File: src/common/acp_pkg.sv
// Register map, field layout and types of the converter control block.
//==========================================================================
// Functional notes
// - Gain codes map to 1,4,8,16,32,64,512.
// - Voltage/temperature control register resets to zero.
// - Enable bit powers converter up.
// - Enable low powers down, clears ready flags.
// - Bypass field selects none, negative, positive, both.
// - Diagnostic field drives current into chosen inputs.
// - Channel field selects one of five inputs.
// - Reference bit selects internal or supply reference.
package acp_pkg;

  //========================================================================
  // Register byte addresses.
  localparam logic [31:0] ACP_VT_CTRL_ADDR  = 32'h4003_0010;
  localparam logic [31:0] ACP_CUR_CTRL_ADDR = 32'h4003_0040;
  localparam logic [31:0] ACP_READY_ADDR    = 32'h4003_0044;
  localparam logic [31:0] ACP_IRQ_STAT_ADDR = 32'h4003_0048;
  localparam logic [31:0] ACP_IRQ_MASK_ADDR = 32'h4003_004c;

  //========================================================================
  // Reset values and writable bit masks.
  localparam logic [31:0] ACP_VT_CTRL_RESET  = 32'h0000_0000;
  localparam logic [31:0] ACP_VT_CTRL_WMASK  = 32'h000b_33d0;
  localparam logic [31:0] ACP_CUR_CTRL_RESET = 32'h0000_0000;
  localparam logic [31:0] ACP_CUR_CTRL_WMASK = 32'h0000_000f;
  localparam logic [3:0]  ACP_IRQ_MASK_RESET = 4'h0;

  //========================================================================
  // Field positions.
  localparam int ACP_EN_BIT     = 19;
  localparam int ACP_BUFBP_LSB  = 16;
  localparam int ACP_DIAG_LSB   = 12;
  localparam int ACP_CODE_BIT   = 9;
  localparam int ACP_CH_LSB     = 6;
  localparam int ACP_REF_BIT    = 4;
  localparam int ACP_GAIN_LSB   = 0;
  localparam int ACP_RDY_V_BIT  = 0;
  localparam int ACP_RDY_T_BIT  = 1;
  localparam int ACP_RDY_EN_BIT = 2;

  //========================================================================
  // Gain codes and their base-two exponents.
  localparam logic [3:0] ACP_GAIN_1   = 4'h0;
  localparam logic [3:0] ACP_GAIN_4   = 4'h2;
  localparam logic [3:0] ACP_GAIN_8   = 4'h3;
  localparam logic [3:0] ACP_GAIN_16  = 4'h4;
  localparam logic [3:0] ACP_GAIN_32  = 4'h5;
  localparam logic [3:0] ACP_GAIN_64  = 4'h6;
  localparam logic [3:0] ACP_GAIN_512 = 4'h9;

  // Channel codes.
  localparam logic [2:0] ACP_CH_BATTERY  = 3'h0;
  localparam logic [2:0] ACP_CH_EXT_TEMP = 3'h1;
  localparam logic [2:0] ACP_CH_INT_TEMP = 3'h2;
  localparam logic [2:0] ACP_CH_AUX      = 3'h4;
  localparam logic [2:0] ACP_CH_DIAG     = 3'h6;

  //========================================================================
  // Interrupt events: voltage result, temperature result, bad gain code,
  // bad channel code.
  localparam int ACP_EV_W      = 4;
  localparam int ACP_EV_VOLT   = 0;
  localparam int ACP_EV_TEMP   = 1;
  localparam int ACP_EV_BAD_G  = 2;
  localparam int ACP_EV_BAD_CH = 3;

  typedef enum logic [1:0] {
    ACP_IDLE   = 2'b01,
    ACP_ACCESS = 2'b10
  } acp_apb_e;

  // Analog front end controls of the voltage/temperature converter.
  typedef struct packed {
    logic       enable;
    logic       power_down;
    logic       bypass_pos;
    logic       bypass_neg;
    logic       diag_pos;
    logic       diag_neg;
    logic       unipolar;
    logic [4:0] channel_onehot;
    logic       ref_supply;
  } acp_vt_fe_s;

  // Gain of the current converter as a power of two.
  typedef struct packed {
    logic [3:0] log2_gain;
    logic       reserved;
  } acp_gain_s;

endpackage

File: src/verilog/acp_apb_port.sv
// APB handshake sequencer with a registered ready.
`timescale 1ns/10ps
module acp_apb_port (
  input  wire logic pclk,
  input  wire logic presetn,
  input  wire logic pce,
  input  wire logic psel,
  input  wire logic penable,
  output logic      pready,
  output logic      setup,
  output logic      done
);
  import acp_pkg::*;

  acp_apb_e state;
  acp_apb_e next_state;

  // A setup cycle arms ready for the access phase, so no wait states.
  always_comb begin
    setup      = pce && psel && !penable && (state == ACP_IDLE);
    done       = pce && psel && penable && (state == ACP_ACCESS);
    next_state = state;
    unique case (state)
      ACP_IDLE:   if (setup) next_state = ACP_ACCESS;
      ACP_ACCESS: if (done) next_state = ACP_IDLE;
      default:    next_state = ACP_IDLE;
    endcase
  end

  always_ff @(posedge pclk or negedge presetn) begin
    if (!presetn) begin
      state  <= ACP_IDLE;
      pready <= 1'b0;
    end else if (pce) begin
      state  <= next_state;
      pready <= (next_state == ACP_ACCESS);
    end
  end

endmodule

File: src/verilog/acp_sticky_bank.sv
// Sticky event flags with mask and a registered level interrupt.
`timescale 1ns/10ps
module acp_sticky_bank (
  input  wire logic                        pclk,
  input  wire logic                        presetn,
  input  wire logic                        pce,
  input  wire logic [acp_pkg::ACP_EV_W-1:0] set,
  input  wire logic [acp_pkg::ACP_EV_W-1:0] clr,
  input  wire logic [acp_pkg::ACP_EV_W-1:0] mask,
  output logic      [acp_pkg::ACP_EV_W-1:0] status,
  output logic                             irq
);
  import acp_pkg::*;

  logic [ACP_EV_W-1:0] next_status;

  // A set in the same cycle as a read clear wins, so no event is lost.
  for (genvar i = 0; i < ACP_EV_W; i++) begin : g_flag
    always_comb begin
      next_status[i] = set[i] | (status[i] & ~clr[i]);
    end
  end

  always_ff @(posedge pclk or negedge presetn) begin
    if (!presetn) begin
      status <= '0;
      irq    <= 1'b0;
    end else if (pce) begin
      status <= next_status;
      irq    <= |(next_status & mask);
    end
  end

endmodule

File: src/verilog/acp_ctrl_regs.sv
// Control registers of the battery sensor measurement converters.
`timescale 1ns/10ps
module acp_ctrl_regs (
  input  wire logic               pclk,
  input  wire logic               presetn,
  input  wire logic               pce,
  input  wire logic               psel,
  input  wire logic               penable,
  input  wire logic               pwrite,
  input  wire logic [31:0]        paddr,
  input  wire logic [31:0]        pwdata,
  output logic      [31:0]        prdata,
  output logic                    pready,
  output logic                    pslverr,
  input  wire logic               voltage_conv_done,
  input  wire logic               temp_conv_done,
  output acp_pkg::acp_vt_fe_s     vt_fe,
  output acp_pkg::acp_gain_s      current_gain_select,
  output logic                    voltage_result_ready,
  output logic                    temperature_result_ready,
  output logic                    irq
);
  import acp_pkg::*;

  //========================================================================
  // Bus handshake.
  // Zero wait states: pready rises in every access phase while pce is high.

  logic setup;
  logic done;

  acp_apb_port u_port (
    .pclk    (pclk),
    .presetn (presetn),
    .pce     (pce),
    .psel    (psel),
    .penable (penable),
    .pready  (pready),
    .setup   (setup),
    .done    (done)
  );

  //========================================================================
  // Address decode.

  logic hit_vt;
  logic hit_cur;
  logic hit_rdy;
  logic hit_stat;
  logic hit_mask;
  logic hit_any;

  // Full address compare; other addresses answer with an error.
  // A partial decode would be smaller, but its aliases would let stray
  // writes land in a control register.
  always_comb begin
    hit_vt   = (paddr == ACP_VT_CTRL_ADDR);
    hit_cur  = (paddr == ACP_CUR_CTRL_ADDR);
    hit_rdy  = (paddr == ACP_READY_ADDR);
    hit_stat = (paddr == ACP_IRQ_STAT_ADDR);
    hit_mask = (paddr == ACP_IRQ_MASK_ADDR);
    hit_any  = hit_vt | hit_cur | hit_rdy | hit_stat | hit_mask;
  end

  //========================================================================
  // Register storage.

  logic [31:0]         vt_ctrl;
  logic [31:0]         cur_ctrl;
  logic [ACP_EV_W-1:0] irq_mask;
  logic [31:0]         next_vt_ctrl;
  logic [31:0]         next_cur_ctrl;
  logic [ACP_EV_W-1:0] next_irq_mask;
  logic                wr_vt;
  logic                wr_cur;

  // Writes land only at the completing access edge. Masking on write
  // keeps reserved bits at zero, so readback needs no extra gating.
  // The current converter keeps only its gain field here.
  always_comb begin
    wr_vt         = done && pwrite && hit_vt;
    wr_cur        = done && pwrite && hit_cur;
    next_vt_ctrl  = vt_ctrl;
    next_cur_ctrl = cur_ctrl;
    next_irq_mask = irq_mask;
    if (wr_vt) begin
      next_vt_ctrl = pwdata & ACP_VT_CTRL_WMASK;
    end
    if (wr_cur) begin
      next_cur_ctrl = pwdata & ACP_CUR_CTRL_WMASK;
    end
    if (done && pwrite && hit_mask) begin
      next_irq_mask = pwdata[ACP_EV_W-1:0];
    end
  end

  // All registers freeze while pce is low, the bus handshake included.
  always_ff @(posedge pclk or negedge presetn) begin
    if (!presetn) begin
      vt_ctrl  <= ACP_VT_CTRL_RESET;
      cur_ctrl <= ACP_CUR_CTRL_RESET;
      irq_mask <= ACP_IRQ_MASK_RESET;
    end else if (pce) begin
      vt_ctrl  <= next_vt_ctrl;
      cur_ctrl <= next_cur_ctrl;
      irq_mask <= next_irq_mask;
    end
  end

  //========================================================================
  // Field extraction.

  logic       f_en;
  logic [1:0] f_bufbp;
  logic [1:0] f_diag;
  logic       f_code;
  logic [2:0] f_ch;
  logic       f_ref;
  logic [3:0] f_gain;

  // Fields are decoded from the next value so the front end follows
  // the register in the same edge that stores it. The cost is a longer
  // path from pwdata to the front end flops.
  always_comb begin
    f_en    = next_vt_ctrl[ACP_EN_BIT];
    f_bufbp = next_vt_ctrl[ACP_BUFBP_LSB +: 2];
    f_diag  = next_vt_ctrl[ACP_DIAG_LSB +: 2];
    f_code  = next_vt_ctrl[ACP_CODE_BIT];
    f_ch    = next_vt_ctrl[ACP_CH_LSB +: 3];
    f_ref   = next_vt_ctrl[ACP_REF_BIT];
    f_gain  = next_cur_ctrl[ACP_GAIN_LSB +: 4];
  end

  //========================================================================
  // Gain decode of the current converter.

  // Returns the exponent of two and a reserved flag. A reserved code
  // reports gain 1 so the front end never sees an undefined setting.
  function automatic acp_gain_s decode_gain(input logic [3:0] code);
    acp_gain_s g;
    g.reserved = 1'b0;
    g.log2_gain = 4'h0;
    // Listed codes happen to equal their exponent; the table stays
    // explicit so a changed code cannot silently shift a gain.
    unique case (code)
      ACP_GAIN_1:   g.log2_gain = 4'h0;
      ACP_GAIN_4:   g.log2_gain = 4'h2;
      ACP_GAIN_8:   g.log2_gain = 4'h3;
      ACP_GAIN_16:  g.log2_gain = 4'h4;
      ACP_GAIN_32:  g.log2_gain = 4'h5;
      ACP_GAIN_64:  g.log2_gain = 4'h6;
      ACP_GAIN_512: g.log2_gain = 4'h9;
      default:      g.reserved = 1'b1;
    endcase
    return g;
  endfunction

  //========================================================================
  // Front end decode of the voltage/temperature converter.

  acp_vt_fe_s next_vt_fe;
  acp_gain_s  next_gain;
  logic       ch_reserved;

  // One-hot channel order: battery, external sensor, internal sensor,
  // auxiliary, diagnostic. Reserved codes select no input at all.
  // A case rather than a shift keeps the reserved codes visible.
  always_comb begin
    next_gain                 = decode_gain(f_gain);
    next_vt_fe.enable         = f_en;
    next_vt_fe.power_down     = !f_en;
    next_vt_fe.bypass_neg     = f_bufbp[0];
    next_vt_fe.bypass_pos     = f_bufbp[1];
    next_vt_fe.diag_neg       = f_diag[0];
    next_vt_fe.diag_pos       = f_diag[1];
    next_vt_fe.unipolar       = f_code;
    next_vt_fe.ref_supply     = f_ref;
    next_vt_fe.channel_onehot = 5'h00;
    ch_reserved               = 1'b0;
    unique case (f_ch)
      ACP_CH_BATTERY:  next_vt_fe.channel_onehot = 5'h01;
      ACP_CH_EXT_TEMP: next_vt_fe.channel_onehot = 5'h02;
      ACP_CH_INT_TEMP: next_vt_fe.channel_onehot = 5'h04;
      ACP_CH_AUX:      next_vt_fe.channel_onehot = 5'h08;
      ACP_CH_DIAG:     next_vt_fe.channel_onehot = 5'h10;
      default:         ch_reserved = 1'b1;
    endcase
  end

  // Front end outputs start as an all-zero control word decodes: the
  // converter powered down, battery input, internal reference. Fields
  // are named one by one so a changed reset word shows up here.
  always_ff @(posedge pclk or negedge presetn) begin
    if (!presetn) begin
      vt_fe.enable              <= 1'b0;
      vt_fe.power_down          <= 1'b1;
      vt_fe.bypass_pos          <= 1'b0;
      vt_fe.bypass_neg          <= 1'b0;
      vt_fe.diag_pos            <= 1'b0;
      vt_fe.diag_neg            <= 1'b0;
      vt_fe.unipolar            <= 1'b0;
      vt_fe.channel_onehot      <= 5'h01;
      vt_fe.ref_supply          <= 1'b0;
      current_gain_select       <= '0;
    end else if (pce) begin
      vt_fe                     <= next_vt_fe;
      current_gain_select       <= next_gain;
    end
  end

  //========================================================================
  // Result ready flags.

  logic next_v_rdy;
  logic next_t_rdy;
  logic rd_rdy;

  // A result only counts while the converter runs. Disabling clears both
  // flags and beats a result arriving in the same cycle, since a powered
  // down converter cannot own a fresh result. A read of the ready
  // register clears what it returned; a new result in that cycle wins.
  // Without the enable term a result racing a power down would survive.
  always_comb begin
    rd_rdy     = done && !pwrite && hit_rdy;
    next_v_rdy = voltage_result_ready;
    next_t_rdy = temperature_result_ready;
    if (rd_rdy && prdata[ACP_RDY_V_BIT]) begin
      next_v_rdy = 1'b0;
    end
    if (rd_rdy && prdata[ACP_RDY_T_BIT]) begin
      next_t_rdy = 1'b0;
    end
    if (voltage_conv_done) begin
      next_v_rdy = 1'b1;
    end
    if (temp_conv_done) begin
      next_t_rdy = 1'b1;
    end
    if (!f_en) begin
      next_v_rdy = 1'b0;
      next_t_rdy = 1'b0;
    end
  end

  // Ready flags freeze with the rest of the block while pce is low.
  always_ff @(posedge pclk or negedge presetn) begin
    if (!presetn) begin
      voltage_result_ready     <= 1'b0;
      temperature_result_ready <= 1'b0;
    end else if (pce) begin
      voltage_result_ready     <= next_v_rdy;
      temperature_result_ready <= next_t_rdy;
    end
  end

  //========================================================================
  // Interrupt events.

  logic [ACP_EV_W-1:0] ev_set;
  logic [ACP_EV_W-1:0] ev_clr;
  logic [ACP_EV_W-1:0] irq_status;

  // Result events count only while enabled. Writing a reserved gain or
  // channel code is flagged so software can catch a bad setting.
  // A bad code is still stored; the flag only tells software to look.
  always_comb begin
    ev_set                = '0;
    ev_set[ACP_EV_VOLT]   = voltage_conv_done && f_en;
    ev_set[ACP_EV_TEMP]   = temp_conv_done && f_en;
    ev_set[ACP_EV_BAD_G]  = wr_cur && next_gain.reserved;
    ev_set[ACP_EV_BAD_CH] = wr_vt && ch_reserved;
    ev_clr                = '0;
    if (done && !pwrite && hit_stat) begin
      ev_clr = prdata[ACP_EV_W-1:0];
    end
  end

  // The bank sees the mask being written, so the interrupt follows a
  // new mask in the same edge that stores it, not one cycle later.
  acp_sticky_bank u_flags (
    .pclk    (pclk),
    .presetn (presetn),
    .pce     (pce),
    .set     (ev_set),
    .clr     (ev_clr),
    .mask    (next_irq_mask),
    .status  (irq_status),
    .irq     (irq)
  );

  //========================================================================
  // Read data and error answer.

  logic [31:0] rd_word;
  logic [31:0] next_prdata;
  logic        next_pslverr;

  // Read data is captured in the setup cycle and held through access.
  // Read clears use this captured word, so a flag raised after capture
  // survives the read and shows on the next one. Capturing early keeps
  // prdata a plain flop output with no read mux behind it.
  always_comb begin
    rd_word = 32'h0000_0000;
    if (hit_vt) begin
      rd_word = vt_ctrl;
    end
    if (hit_cur) begin
      rd_word = cur_ctrl;
    end
    if (hit_rdy) begin
      rd_word[ACP_RDY_V_BIT]  = voltage_result_ready;
      rd_word[ACP_RDY_T_BIT]  = temperature_result_ready;
      rd_word[ACP_RDY_EN_BIT] = vt_ctrl[ACP_EN_BIT];
    end
    if (hit_stat) begin
      rd_word[ACP_EV_W-1:0] = irq_status;
    end
    if (hit_mask) begin
      rd_word[ACP_EV_W-1:0] = irq_mask;
    end
    next_prdata  = prdata;
    next_pslverr = pslverr;
    if (setup) begin
      next_prdata  = pwrite ? 32'h0000_0000 : rd_word;
      next_pslverr = !hit_any;
    end else if (done) begin
      next_pslverr = 1'b0;
    end
  end

  always_ff @(posedge pclk or negedge presetn) begin
    if (!presetn) begin
      prdata  <= 32'h0000_0000;
      pslverr <= 1'b0;
    end else if (pce) begin
      prdata  <= next_prdata;
      pslverr <= next_pslverr;
    end
  end

endmodule

File: config.mk
export PLATFORM = sky130hd
export DESIGN_NAME = acp_ctrl_regs
export DESIGN_NICKNAME = d
export VERILOG_FILES = /design/src/common/acp_pkg.sv /design/src/verilog/acp_apb_port.sv /design/src/verilog/acp_sticky_bank.sv /design/src/verilog/acp_ctrl_regs.sv
export SDC_FILE = /design/constraint.sdc
export NUM_CORES = 1
export LEC_CHECK = 0
export BUFFER_PORTS_ARGS = -buffer_cell sky130_fd_sc_hd__buf_2
export CAP_MARGIN = 0
export CORE_ASPECT_RATIO = 0.7
export CORE_MARGIN = 2
export CORE_UTILIZATION = 35
export DETAILED_ROUTE_END_ITERATION = 6
export GPL_ROUTABILITY_DRIVEN = 0
export GPL_TIMING_DRIVEN = 1
export SETUP_SLACK_MARGIN = 0.15
export SYNTH_ARGS = -nofsm -noshare
export SYNTH_HDL_FRONTEND = slang
export SYNTH_SLANG_ARGS = --single-unit
File: constraint.sdc
create_clock -name pclk -period 2.2 [get_ports pclk]
set_input_delay 0.33 -clock pclk [delete_from_list [all_inputs] [get_ports pclk]]
set_output_delay 0.33 -clock pclk [all_outputs]
set_load 0.03 [all_outputs]
Word level (Yosys, flattened, before mapping)
Cells that the tools add are included. Widths: inputs -> output; s select.

Output and inout bits: 55. Input bits: 72. Word-level logic and storage cells: 116. Bits in registers: 79.

Reductions and logical operators: 32. Equal/unequal tests: 20. Mux-type cells: 25. Bitwise logic cells: 17.

Operators by type and width (number): $eq 32x31->1 const B (5); $mux 20 (4); $pmux 5 s5 (1); $pmux 4 s6 (1); $mux 4 (5); $logic_and 1x1->1 (18); $eq 4x3->1 const B (3); $mux 1 (10); $eq 4x2->1 const B (2); $or 1x1->1 (8); $reduce_and 2->1 (4); $reduce_or 7->1 (1); $eq 3x3->1 const B (2); $ne 3x2->1 const B (2); $reduce_or 5->1 (1); $and 1x1->1 (4); $and 4x4->4 (1); $eq 2x2->1 const B (2); $eq 4x4->1 const B (1); $logic_not 1->1 (4); $logic_not 4->1 (1); $mux 2 (2); $not 1->1 (4); $pmux 2 s2 (1); other kinds (7) (7).

Longest topological paths before layout
Gate-level depths: netlist (run 1).

Depth in word-level cells: 13. Mapped depth: 10. Depth with buffers taken out: 10.

Cells and area by module
A second synthesis (run 1) with hierarchy kept.

Cell total of the unflattened synthesis: 324. Area, all modules: 3245.6 sq um.

Modules (own cells, without submodules): acp_ctrl_regs (cells an instance 276, sequential area each 1153.6 sq um, area an instance 2775.2 sq um, times used 1); acp_sticky_bank (cells an instance 25, sequential area each 125.1 sq um, area an instance 249.0 sq um, times used 1); acp_apb_port (cells an instance 23, sequential area each 76.3 sq um, area an instance 221.5 sq um, times used 1).

Worst setup path after synthesis (run 1)
No wires, ideal clock.

Path kind: input -> register. Start: input port paddr[11]. End: register u_flags.irq. Path slack: -0.195 ns. Stages on the path: 8. Required time: 2.074 ns. Arrival: 2.269 ns. Setup time: 0.126 ns. Path buffers: 1. Cell sequence: nor4_1 nand4_1 or2_1 buf_6 nor3_4 mux2_2 a22o_1 o32a_1.

Cells in the longest elaborated chain, start to end: 10. Elaborated cells on any way between the ends: 46. Classes of those cells: eq/ne (14); mux (6); bitwise (13); reduce/logical (13).

RTL lines: start: declaration (line acp_ctrl_regs.sv:10) `input wire logic [31:0] paddr,`; $eq 32x31->1, on equally long branches (line acp_ctrl_regs.sv:58, acp_ctrl_regs.sv:57); $logic_and 1x1->1, on equally long branches (line acp_ctrl_regs.sv:82, acp_ctrl_regs.sv:81); $mux 4 or $mux 20 (tied branches) (line acp_ctrl_regs.sv:89, acp_ctrl_regs.sv:86); $eq 4x4->1 (tied with other cells) (line acp_ctrl_regs.sv:145) `unique case (code)`; $reduce_or 7->1 (no line) or $reduce_or 5->1 (tied branches); $mux 1, on equally long branches (line acp_ctrl_regs.sv:145, acp_ctrl_regs.sv:180); $logic_and 1x1->1, on equally long branches (line acp_ctrl_regs.sv:270, acp_ctrl_regs.sv:271); $or 1x1->1 (line acp_sticky_bank.sv:20) `next_status[i] = set[i] | (status[i] & ~clr[i]);`; $and 4x4->4 * (line acp_sticky_bank.sv:30) `irq <= |(next_status & mask);`; $reduce_or 4->1 * (line acp_sticky_bank.sv:30); end signal: assignment (line acp_sticky_bank.sv:30); end: declaration (line acp_sticky_bank.sv:11) `output logic irq`.

Mark *: on every way between the ends. The rest lies on a longest branch, timed or not. A chain may end at the register's enable or synchronous reset.

Worst setup path after layout (run 1)
Start: register u_port.state[0]. End: register u_flags.irq.

Cells in the longest elaborated chain, start to end: 12. Elaborated cells on any way between the ends: 46. Classes of those cells: eq/ne (11); mux (6); bitwise (13); reduce/logical (16).

RTL lines: start: declaration (line acp_apb_port.sv:15) `acp_apb_e state;`; start signal: assignment (line acp_apb_port.sv:35) `state <= next_state;`; $eq 2x2->1 * (line acp_apb_port.sv:21) `done = pce && psel && penable && (state == ACP_ACCESS);`; $logic_and 1x1->1 * (line acp_apb_port.sv:21); $logic_and 1x1->1 (line acp_ctrl_regs.sv:81, acp_ctrl_regs.sv:82, acp_ctrl_regs.sv:92); $logic_and 1x1->1, on equally long branches (line acp_ctrl_regs.sv:82, acp_ctrl_regs.sv:81); $mux 4 or $mux 20 (tied branches) (line acp_ctrl_regs.sv:89, acp_ctrl_regs.sv:86); $eq 4x4->1 (tied with other cells) (line acp_ctrl_regs.sv:145); $reduce_or 7->1 (no line) or $reduce_or 5->1 (tied branches); $mux 1, on equally long branches (line acp_ctrl_regs.sv:145, acp_ctrl_regs.sv:180); $logic_and 1x1->1, on equally long branches (line acp_ctrl_regs.sv:270, acp_ctrl_regs.sv:271); $or 1x1->1 (line acp_sticky_bank.sv:20); $and 4x4->4 * (line acp_sticky_bank.sv:30); $reduce_or 4->1 * (line acp_sticky_bank.sv:30).

Marked as above.

==> results.sh, run 1 <==
export IMPL_status="complete, but fails checks"
export IMPL_violations="setup timing"
export IMPL_setup_viol=10
export IMPL_p_leak_nw=2.04
export IMPL_grt_start_max_net_pins=31
export IMPL_ios=127
export IMPL_synth_top_cell_area_share_pct=43.6
export IMPL_cts_sinks=54
export IMPL_final_core_util_pct=51.2
export IMPL_cts_tree="done"
export IMPL_nNetsFinal=479
export IMPL_cp_max_fo=4
export IMPL_final_hold_viol_count=0
export IMPL_hpwlAfterDp_mm=5.58
export IMPL_reg2reg_setup_slack_ps=-130
export IMPL_postSynthAreaPerCell_sq_um=10.4
export IMPL_layout_drive_gt1_share_pct=50.0
export IMPL_fmax_mhz=429
export IMPL_first_pass_iters=5
export IMPL_setup_slack_ps=-132
export IMPL_postRouteAntennaNets=0
export IMPL_drt_initial_drc_count=83
export IMPL_criticalPathCategory="flop to flop"
export IMPL_crit_required_ps=2370
export IMPL_power_density_mw_per_mm2=548
export IMPL_antenna_found_initial=0
export IMPL_synth_yosys_warnings=0
export IMPL_seq_power_share_pct=47.0
export IMPL_syn_inst=282
export IMPL_cts_clk_slew_worst_paths_ps=70
export IMPL_viasPerCell=4.90
export IMPL_post_drt_wl_per_cell_um=14.8
export IMPL_synth_most_common_cell="dfrtp_1"
export IMPL_period_needed_ps=2330
export IMPL_crit_path_end_kind="flop"
export IMPL_n_antenna_cell=0
export IMPL_start_util_pct=36.7
export IMPL_grt_total_usage_pct=17.0
export IMPL_critPathLaunchType="flop"
export IMPL_synth_ff_type="dfrtp_1"
export IMPL_netlist_top_cells_area="dfrtp_1 44%, buf_4 6.4%, mux2_2 5.8%, mux2i_1 3.4%, o21ai_0 3.4%"
export IMPL_fp_coreArea_sq_mm=0.00797
export IMPL_power_frac_clock_pct=35.2
export IMPL_die_w_um=113
export IMPL_port_buffers=90
export IMPL_dieArea_sq_mm=0.00912
export IMPL_drc=0
export IMPL_vias=2484
export IMPL_seq_area_frac_synth_pct=46.3
export IMPL_cts_buffers=5
export IMPL_crit_family="simple AND/OR/NAND/NOR gates"
export IMPL_peakVddDrop_v=0.000317
export IMPL_crit_path_cell_trace="inv_2 > ha_4 > and4_4 > nand2_4 > buf_6 > nor3_4 > mux2_4 > a22o_1 > o32a_1"
export IMPL_dp_cells=486
export IMPL_grt_pass1_vias=2473
export IMPL_crit_arrival_ps=2500
export IMPL_rsz0062_at_grt="yes"
export IMPL_syn_area_sq_mm=0.00293
export IMPL_relSlewSlack_pct=59.8
export IMPL_comb_power_share_pct=17.7
export IMPL_htreeDepth=2
export IMPL_wirelength_mm=7.52
export IMPL_final_cells=507
export IMPL_maxCapViolCount=0
export IMPL_pre_cts_ws_ps=-399
export IMPL_synth_common_cells="51 x dfrtp_1, 25 x buf_4, 24 x nand2_1, 20 x inv_1, 20 x o21ai_0"
export IMPL_fin_skew_ps=9.05
export IMPL_switching_share_pct=28.1
export IMPL_ys_ff_latch=54
export IMPL_yosysTopAreaCell="dfrtp_1"
export IMPL_hp_class="primary input to asynchronous set/reset pin"
export IMPL_chipHeight_um=80.5
export IMPL_post_route_period_util_pct=106
export IMPL_grt_overflow=0
export IMPL_ys_async_sr_fraction_pct=100
export IMPL_fill_cells=769
export IMPL_internal_power_mw=1.60
export IMPL_syn_to_final_growth_pct=39.4
export IMPL_power_mw=2.23
export IMPL_rows=27
export IMPL_maxSlewViolCount=0
export IMPL_synth_cell_types=53
export IMPL_clockBufferDepth=2
export IMPL_root_buffer="clkbuf_16"
export IMPL_p_switching_uw=629
export IMPL_crit_buf_inv=2
export IMPL_worst_pin_slew_ps=603
export IMPL_max_stage_delay_ps=380
export IMPL_synth_edf_count=0
export IMPL_cts_hold_buf=0
export IMPL_grt_pass1_wl_mm=12.1
export IMPL_slowest_stage="dfstp_2"
export IMPL_worstSkewPairLatency_ps=290
[layout make-up]
cell class / count / area, sq um / share of cell area, %
repair buffers: 136 / 837 / 20.5
clock buffers: 6 / 129 / 3.16
flip-flops and latches: 54 / 1360 / 33.2
well taps: 101 / 126 / 3.10
inverters: 21 / 83.8 / 2.06
clock inverters: 2 / 13.8 / 0.337
multi-input cells: 187 / 1530 / 37.6
[state kept, by name, summed over array words and instances (netlist names)]
register,count
irq_mask,4
cur_ctrl,4
voltage_result_ready,1
vt_fe,6
u_port.state,2
current_gain_select,5
temperature_result_ready,1
vt_ctrl,10
prdata,14
pslverr,1
u_port.pready,1
u_flags.irq,1
u_flags.status,4
[stage by stage]
stage,setup TNS (ps),cell area (sq um),hold WS [ps]
finish,-292,4080,36.7
global route,-2600,4080,81.3
CTS,-166,3980,54.3
detailed placement,-5680,3610,367
global placement,-4570,3610,380
floorplan,-181,3040,34.4
[power by group through the flow]
stage / Sequential (mW) / Clock (mW) / Combinational, mW
floorplan: 1.10 / 0 / 0.200
detailed placement: 1.07 / 0 / 0.367
global route: 1.06 / 0.851 / 0.433
global placement: 1.06 / 0 / 0.360
CTS: 1.05 / 0.804 / 0.387
finish: 1.05 / 0.786 / 0.396
[final timing paths]
| path | from | end | cells past startpoint |
|---|---|---|---|
| min in group pclk | pwdata[4] | vt_ctrl[4] | 2 |
| hold / removal | presetn | prdata[2] | 1 |
| setup reg to reg | u_port.state[0] | u_flags.irq | 9 |
| setup / recovery | u_port.state[0] | u_flags.irq | 9 |
| max in group asynchronous | presetn | vt_fe[11] | 2 |
| hold reg to reg | u_port.pready | u_port.pready | 2 |
[layer usage]
layer  GRT usage, %  up-vias  wire, um
met5              0        -         0
met4           4.76        0        82
met3           4.83        8       524
met2           26.2       77      3410
met1           23.6     1193      3510
li1               -     1206         -
[worst reg2reg max path: stages (launching register included)]
cell and delay [ps]:
dfstp_2 380, inv_2 80, ha_4 140, and4_4 220
nand2_4 60, buf_6 130, nor3_4 300, mux2_4 340
a22o_1 250, o32a_1 320
[timing repair]
action	4_1_cts	5_1_grt
resized for setup	43	14
pin swaps	12	8
endpoints found under the setup margin	28	25
buffers inserted	7	6
[layout by cell type (no fill, tap or decap), types with 5 or more instances in the layout]
cell,n
buf_2,90
a21oi_1,7
o21ai_0,16
buf_6,9
nor4_4,5
buf_4,36
nand2_1,21
mux2i_1,6
nor2_1,8
clkbuf_16,5
nand3_1,7
mux2_2,6
mux2_4,9
a22o_1,11
o211ai_1,5
conb_1,18
o21ai_1,6
inv_1,17
dfrtp_1,51
[kinds of logic (layout without fill, tap and decap cells)]
group,count (synthesis),count (layout),synth area share (%)
AO/OA/AOI/OAI,65,65,15.0
adder cells (fa/ha/maj),2,2,0.855
AND/OR/NAND/NOR,75,75,16.2
XOR/XNOR,1,1,0.299
multiplexers,26,26,9.96
buffers and inverters,58,165,11.2
flip-flops,54,54,46.3
other,1,18,0.128
Note: power is estimated with default switching activity, not from simulation.
==> inputs of run 2 (changes only) <==
CELL_PAD_IN_SITES_DETAIL_PLACEMENT = 0   (was unset)
CELL_PAD_IN_SITES_GLOBAL_PLACEMENT = 1   (was unset)
CORE_UTILIZATION = 32   (was 35)
CTS_CLUSTER_SIZE = 20   (was unset)
PLACE_DENSITY_LB_ADDON = 0.1   (was unset)
==> results.sh, run 2 (synthesis results as in run 1) <==
export IMPL_status="complete, but fails checks"
export IMPL_violations="setup timing"
export IMPL_crit_path_cell_trace="buf_2 > nor4_4 > nand4_1 > or2_4 > nor3_4 > mux2_4 > a22o_1 > o32a_1"
export IMPL_post_drt_wl_per_cell_um=15.3
export IMPL_port_buffers=90
export IMPL_largest_reg_flops=14
export IMPL_p_leak_nw=2.09
export IMPL_criticalPathCategory="primary input to flop"
export IMPL_max_stage_delay_ps=340
export IMPL_die_w_um=118
export IMPL_rsz0062_at_grt="yes"
export IMPL_r2r_cells=9
export IMPL_syn_to_final_growth_pct=44.8
export IMPL_htreeDepth=2
export IMPL_crit_arrival_ps=2420
export IMPL_grt_pass1_vias=2517
export IMPL_dp_cells=508
export IMPL_maxCapViolCount=0
export IMPL_cts_buffers=5
export IMPL_drt_initial_drc_count=57
export IMPL_critPathLaunchType="primary input"
export IMPL_cp_max_fo=4
export IMPL_root_buffer="clkbuf_16"
export IMPL_relSlewSlack_pct=57.1
export IMPL_grt_total_usage_pct=16.6
export IMPL_power_density_mw_per_mm2=550
export IMPL_cts_tree="done"
export IMPL_worstSkewPairLatency_ps=290
export IMPL_hpwlAfterDp_mm=5.89
export IMPL_power_mw=2.33
export IMPL_reg_largest_list="prdata (14), vt_ctrl (10), vt_fe (6)"
export IMPL_cts_sinks=54
export IMPL_final_common_cell="buf_2"
export IMPL_period_needed_ps=2250
export IMPL_pre_cts_ws_ps=-378
export IMPL_worst_pin_slew_ps=643
export IMPL_fin_skew_ps=4.56
export IMPL_final_hold_viol_count=0
export IMPL_whs_ps=56.3
export IMPL_post_route_period_util_pct=102
export IMPL_vias=2472
export IMPL_cts_hold_buf=0
export IMPL_hp_class="primary input to asynchronous set/reset pin"
export IMPL_postRouteAntennaNets=0
export IMPL_drc=0
export IMPL_antenna_found_initial=0
export IMPL_crit_buf_inv=1
export IMPL_setup_viol=1
export IMPL_largest_register="prdata"
export IMPL_chipHeight_um=84.0
export IMPL_wirelength_mm=8.11
export IMPL_layout_drive_gt1_share_pct=50.5
export IMPL_peakVddDrop_v=0.000359
export IMPL_first_pass_iters=4
export IMPL_viasPerCell=4.66
export IMPL_final_cell_mix="84 x buf_2, 51 x dfrtp_1, 32 x buf_4"
export IMPL_grt_pass1_wl_mm=13.1
export IMPL_crit_path_end_kind="flop"
export IMPL_n_antenna_cell=0
export IMPL_crit_family="simple AND/OR/NAND/NOR gates"
export IMPL_dieArea_sq_mm=0.00994
export IMPL_slowest_stage="mux2_4"
export IMPL_grt_start_max_net_pins=31
export IMPL_start_util_pct=32.7
export IMPL_maxSlewViolCount=0
export IMPL_crit_required_ps=2370
export IMPL_setup_slack_ps=-46.2
export IMPL_cts_clk_slew_worst_paths_ps=70
export IMPL_nNetsFinal=479
export IMPL_rows=29
export IMPL_grt_overflow=0
export IMPL_fill_cells=871
export IMPL_final_cells=530
export IMPL_clockBufferDepth=2
export IMPL_ios=127
export IMPL_fmax_mhz=445
export IMPL_fp_coreArea_sq_mm=0.00896
export IMPL_crit_cells=8
-- run 2: worst register-to-register path, stage by stage, from the launching register on --
cell and delay [ps]:
dfstp_2 370, inv_2 70, ha_4 130, nand4_1 140
nor4b_4 290, nand2_1 130, o21ai_2 160, a21bo_1 240
a22o_1 230, o32a_1 340
-- run 2: final cells by class --
cell class	count	area, sq um	share of cell area, %
Sequential cell	54	1360	32.0
Inverter	21	78.8	1.86
Multi-Input combinational cell	187	1580	37.3
Clock buffer	6	139	3.28
Tap cell	124	155	3.66
Clock inverter	2	12.5	0.295
Timing Repair Buffer	136	915	21.6
-- run 2: through the flow --
step	cell area, sq um	TNS, ps	util [%]
finish	4240	-46.2	47.3
global route	4240	-461	47.3
CTS	3980	-40.3	44.4
detailed placement	3660	-4160	40.8
global placement	3660	-4270	40.8
floorplan	3040	-181	-
-- run 2: power breakdown --
group	switching, mW	total (mW)	internal [mW]
clock network	0.361	0.813	0.452
logic	0.268	0.468	0.200
registers	0.0183	1.05	1.03
total	0.648	2.33	1.68
-- run 2: path summary, 6_finish.rpt --
check	start	endpoint	slack (ps)
setup reg to reg	u_port.state[0]	u_flags.irq	-10
setup / recovery	paddr[15]	u_flags.irq	-50
max in group asynchronous	presetn	u_port.state[0]	1490
min in group pclk	pwdata[16]	vt_ctrl[16]	270
hold / removal	presetn	vt_fe[5]	60
hold reg to reg	u_port.pready	u_port.pready	490
-- run 2: repair_timing --
item	in CTS	in global routing
endpoints found under the setup margin	18	24
buffers inserted	7	7
resized for setup	26	45
pin swaps	17	17
-- run 2: layer usage --
layer / global-route usage (%) / wire length, um
met5: 0 / 0
met4: 2.96 / 37
met3: 3.42 / 337
met2: 25.0 / 3500
met1: 24.7 / 4240
==> inputs of run 3 (changes only) <==
PLACE_DENSITY = 0.81   (was unset)
PLACE_DENSITY_LB_ADDON = unset   (was 0.1)
==> results.sh, run 3 (synthesis results as in run 1) <==
export IMPL_grt_total_usage_pct=15.9
export IMPL_rows=29
export IMPL_antenna_found_initial=0
export IMPL_first_pass_iters=4
export IMPL_critPathLaunchType="flop"
export IMPL_comb_power_share_pct=20.4
export IMPL_criticalPathCategory="flop to flop"
export IMPL_wirelength_mm=7.80
export IMPL_internal_power_mw=1.68
export IMPL_reg2reg_from="u_port.state[0]"
export IMPL_root_buffer="clkbuf_16"
export IMPL_setup_tns_ps=-316
export IMPL_largest_reg_flops=14
export IMPL_worst_pin_slew_ps=686
export IMPL_crit_path_end_kind="flop"
export IMPL_drc=0
export IMPL_worstSkewPairLatency_ps=290
export IMPL_fin_skew_ps=6.89
export IMPL_htreeDepth=2
export IMPL_fp_coreArea_sq_mm=0.00896
export IMPL_fmax_mhz=435
export IMPL_ios=127
export IMPL_maxSlewViolCount=0
export IMPL_max_stage_delay_ps=380
export IMPL_crit_required_ps=2370
export IMPL_crit_arrival_ps=2470
export IMPL_start_util_pct=32.7
export IMPL_power_density_mw_per_mm2=577
export IMPL_postRouteAntennaNets=0
export IMPL_rsz0062_at_grt="yes"
export IMPL_drt_initial_drc_count=96
export IMPL_r2r_cells=10
export IMPL_chipHeight_um=84.0
export IMPL_setup_slack_ps=-98.3
export IMPL_reg2reg_to="u_flags.irq"
export IMPL_final_common_cell="buf_2"
export IMPL_hp_class="primary input to asynchronous set/reset pin"
export IMPL_power_frac_clock_pct=34.1
export IMPL_clockBufferDepth=2
export IMPL_cts_sinks=54
export IMPL_crit_path_cell_trace="inv_2 > ha_4 > and4_4 > nand2_8 > nor4_4 > mux2i_2 > buf_4 > o21ai_2 > a21bo_2 > o32a_1"
export IMPL_die_w_um=118
export IMPL_largest_register="prdata"
export IMPL_grt_pass1_wl_mm=12.5
export IMPL_slowest_stage="dfstp_2"
export IMPL_reg_largest_list="prdata (14), vt_ctrl (10), vt_fe (6)"
export IMPL_cts_tree="done"
export IMPL_grt_start_max_net_pins=55
export IMPL_grt_pass1_vias=2513
export IMPL_hpwlAfterDp_mm=5.74
export IMPL_cts_buffers=5
export IMPL_layout_drive_gt1_share_pct=47.7
export IMPL_reg2reg_setup_slack_ps=-100
export IMPL_syn_to_final_growth_pct=36.7
export IMPL_cp_max_fo=3
export IMPL_p_leak_nw=1.99
export IMPL_vias=2494
export IMPL_peakVddDrop_v=0.000343
export IMPL_final_hold_viol_count=0
export IMPL_switching_share_pct=27.4
export IMPL_post_route_period_util_pct=104
export IMPL_pre_cts_ws_ps=-401
export IMPL_maxCapViolCount=0
export IMPL_port_buffers=90
export IMPL_viasPerCell=4.78
export IMPL_cts_clk_slew_worst_paths_ps=70
export IMPL_setup_viol=7
export IMPL_period_needed_ps=2300
export IMPL_p_switching_uw=632
export IMPL_dieArea_sq_mm=0.00994
export IMPL_n_antenna_cell=0
export IMPL_violations="setup timing"
export IMPL_post_drt_wl_per_cell_um=14.9
export IMPL_cts_hold_buf=0
export IMPL_final_cell_mix="89 x buf_2, 51 x dfrtp_1, 33 x buf_4"
export IMPL_seq_power_share_pct=45.6
export IMPL_grt_overflow=0
export IMPL_crit_buf_inv=2
export IMPL_status="complete, but fails checks"
export IMPL_final_core_util_pct=44.6
export IMPL_relSlewSlack_pct=54.3
export IMPL_crit_family="simple AND/OR/NAND/NOR gates"
export IMPL_nNetsFinal=471
run 3: changes by cell type in the layout (fill, tap and decap cells not counted), sizes merged:
cell	previous run	this run
clkbuf	6	7
clkinvlp	1	0
clkinv	1	2
inv	21	20
buf	136	128
run 3: layout make-up:
cell class / instances / area, sq um
Clock buffer: 7 / 143
Clock inverter: 1 / 5.00
Fill cell: 872 / 4960
Inverter: 21 / 80.1
Multi-Input combinational cell: 187 / 1500
Sequential cell: 54 / 1360
Tap cell: 124 / 155
Timing Repair Buffer: 128 / 761
run 3: repair_timing:
item                                    4_1_cts  5_1_grt
endpoints found under the setup margin       21       19
buffers inserted                              6        3
gates resized for setup                      31       10
pin swaps                                    13        4
run 3: worst max path at each step:
stage | start | endpoint | slack, ps | cells past startpoint
2_1_floorplan | paddr[22] | u_flags.irq | -100 | 8
3_3_place_gp | paddr[4] | u_flags.irq | -340 | 8
3_5_place_dp | paddr[4] | u_flags.irq | -400 | 8
4_1_cts | u_port.state[0] | u_flags.irq | -70 | 10
5_1_grt | u_port.state[0] | u_flags.irq | -200 | 10
6_report | u_port.state[0] | u_flags.irq | -100 | 10
run 3: power by group through the flow:
| stage | logic [mW] | registers (mW) | clock network (mW) |
|---|---|---|---|
| final | 0.471 | 1.05 | 0.786 |
| after global routing | 0.512 | 1.06 | 0.852 |
| after CTS | 0.439 | 1.05 | 0.813 |
| after detailed placement | 0.385 | 1.07 | 0 |
| after global placement | 0.371 | 1.07 | 0 |
| after floorplan | 0.200 | 1.10 | 0 |
run 3: through the flow:
step	total power, mW	hold WS, ps	std cells	instance area [sq um]
after floorplan	1.30	34.4	299	3040
after global placement	1.44	471	505	3610
after detailed placement	1.45	480	505	3610
after CTS	2.30	194	519	3930
after global routing	2.42	226	522	4000
final	2.31	160	522	4000
run 3: worst register-to-register path: cells and delay by family (launching register included):
family	cells	cell delay [ps]
buffers and inverters	2	250
DFF	1	380
adders and majority gates	1	140
and+or+nand+nor	3	600
AOI/OAI and AO/OA	3	530
muxes	1	300
run 3: metal layers:
layer	GRT usage, %	vias up	part of all wire [%]	wire, um
li1	-	1193	-	-
met1	21.7	1211	47	3670
met2	26.0	81	47	3660
met3	3.55	9	5.2	404
met4	2.96	0	0.86	67
met5	0	-	0	0
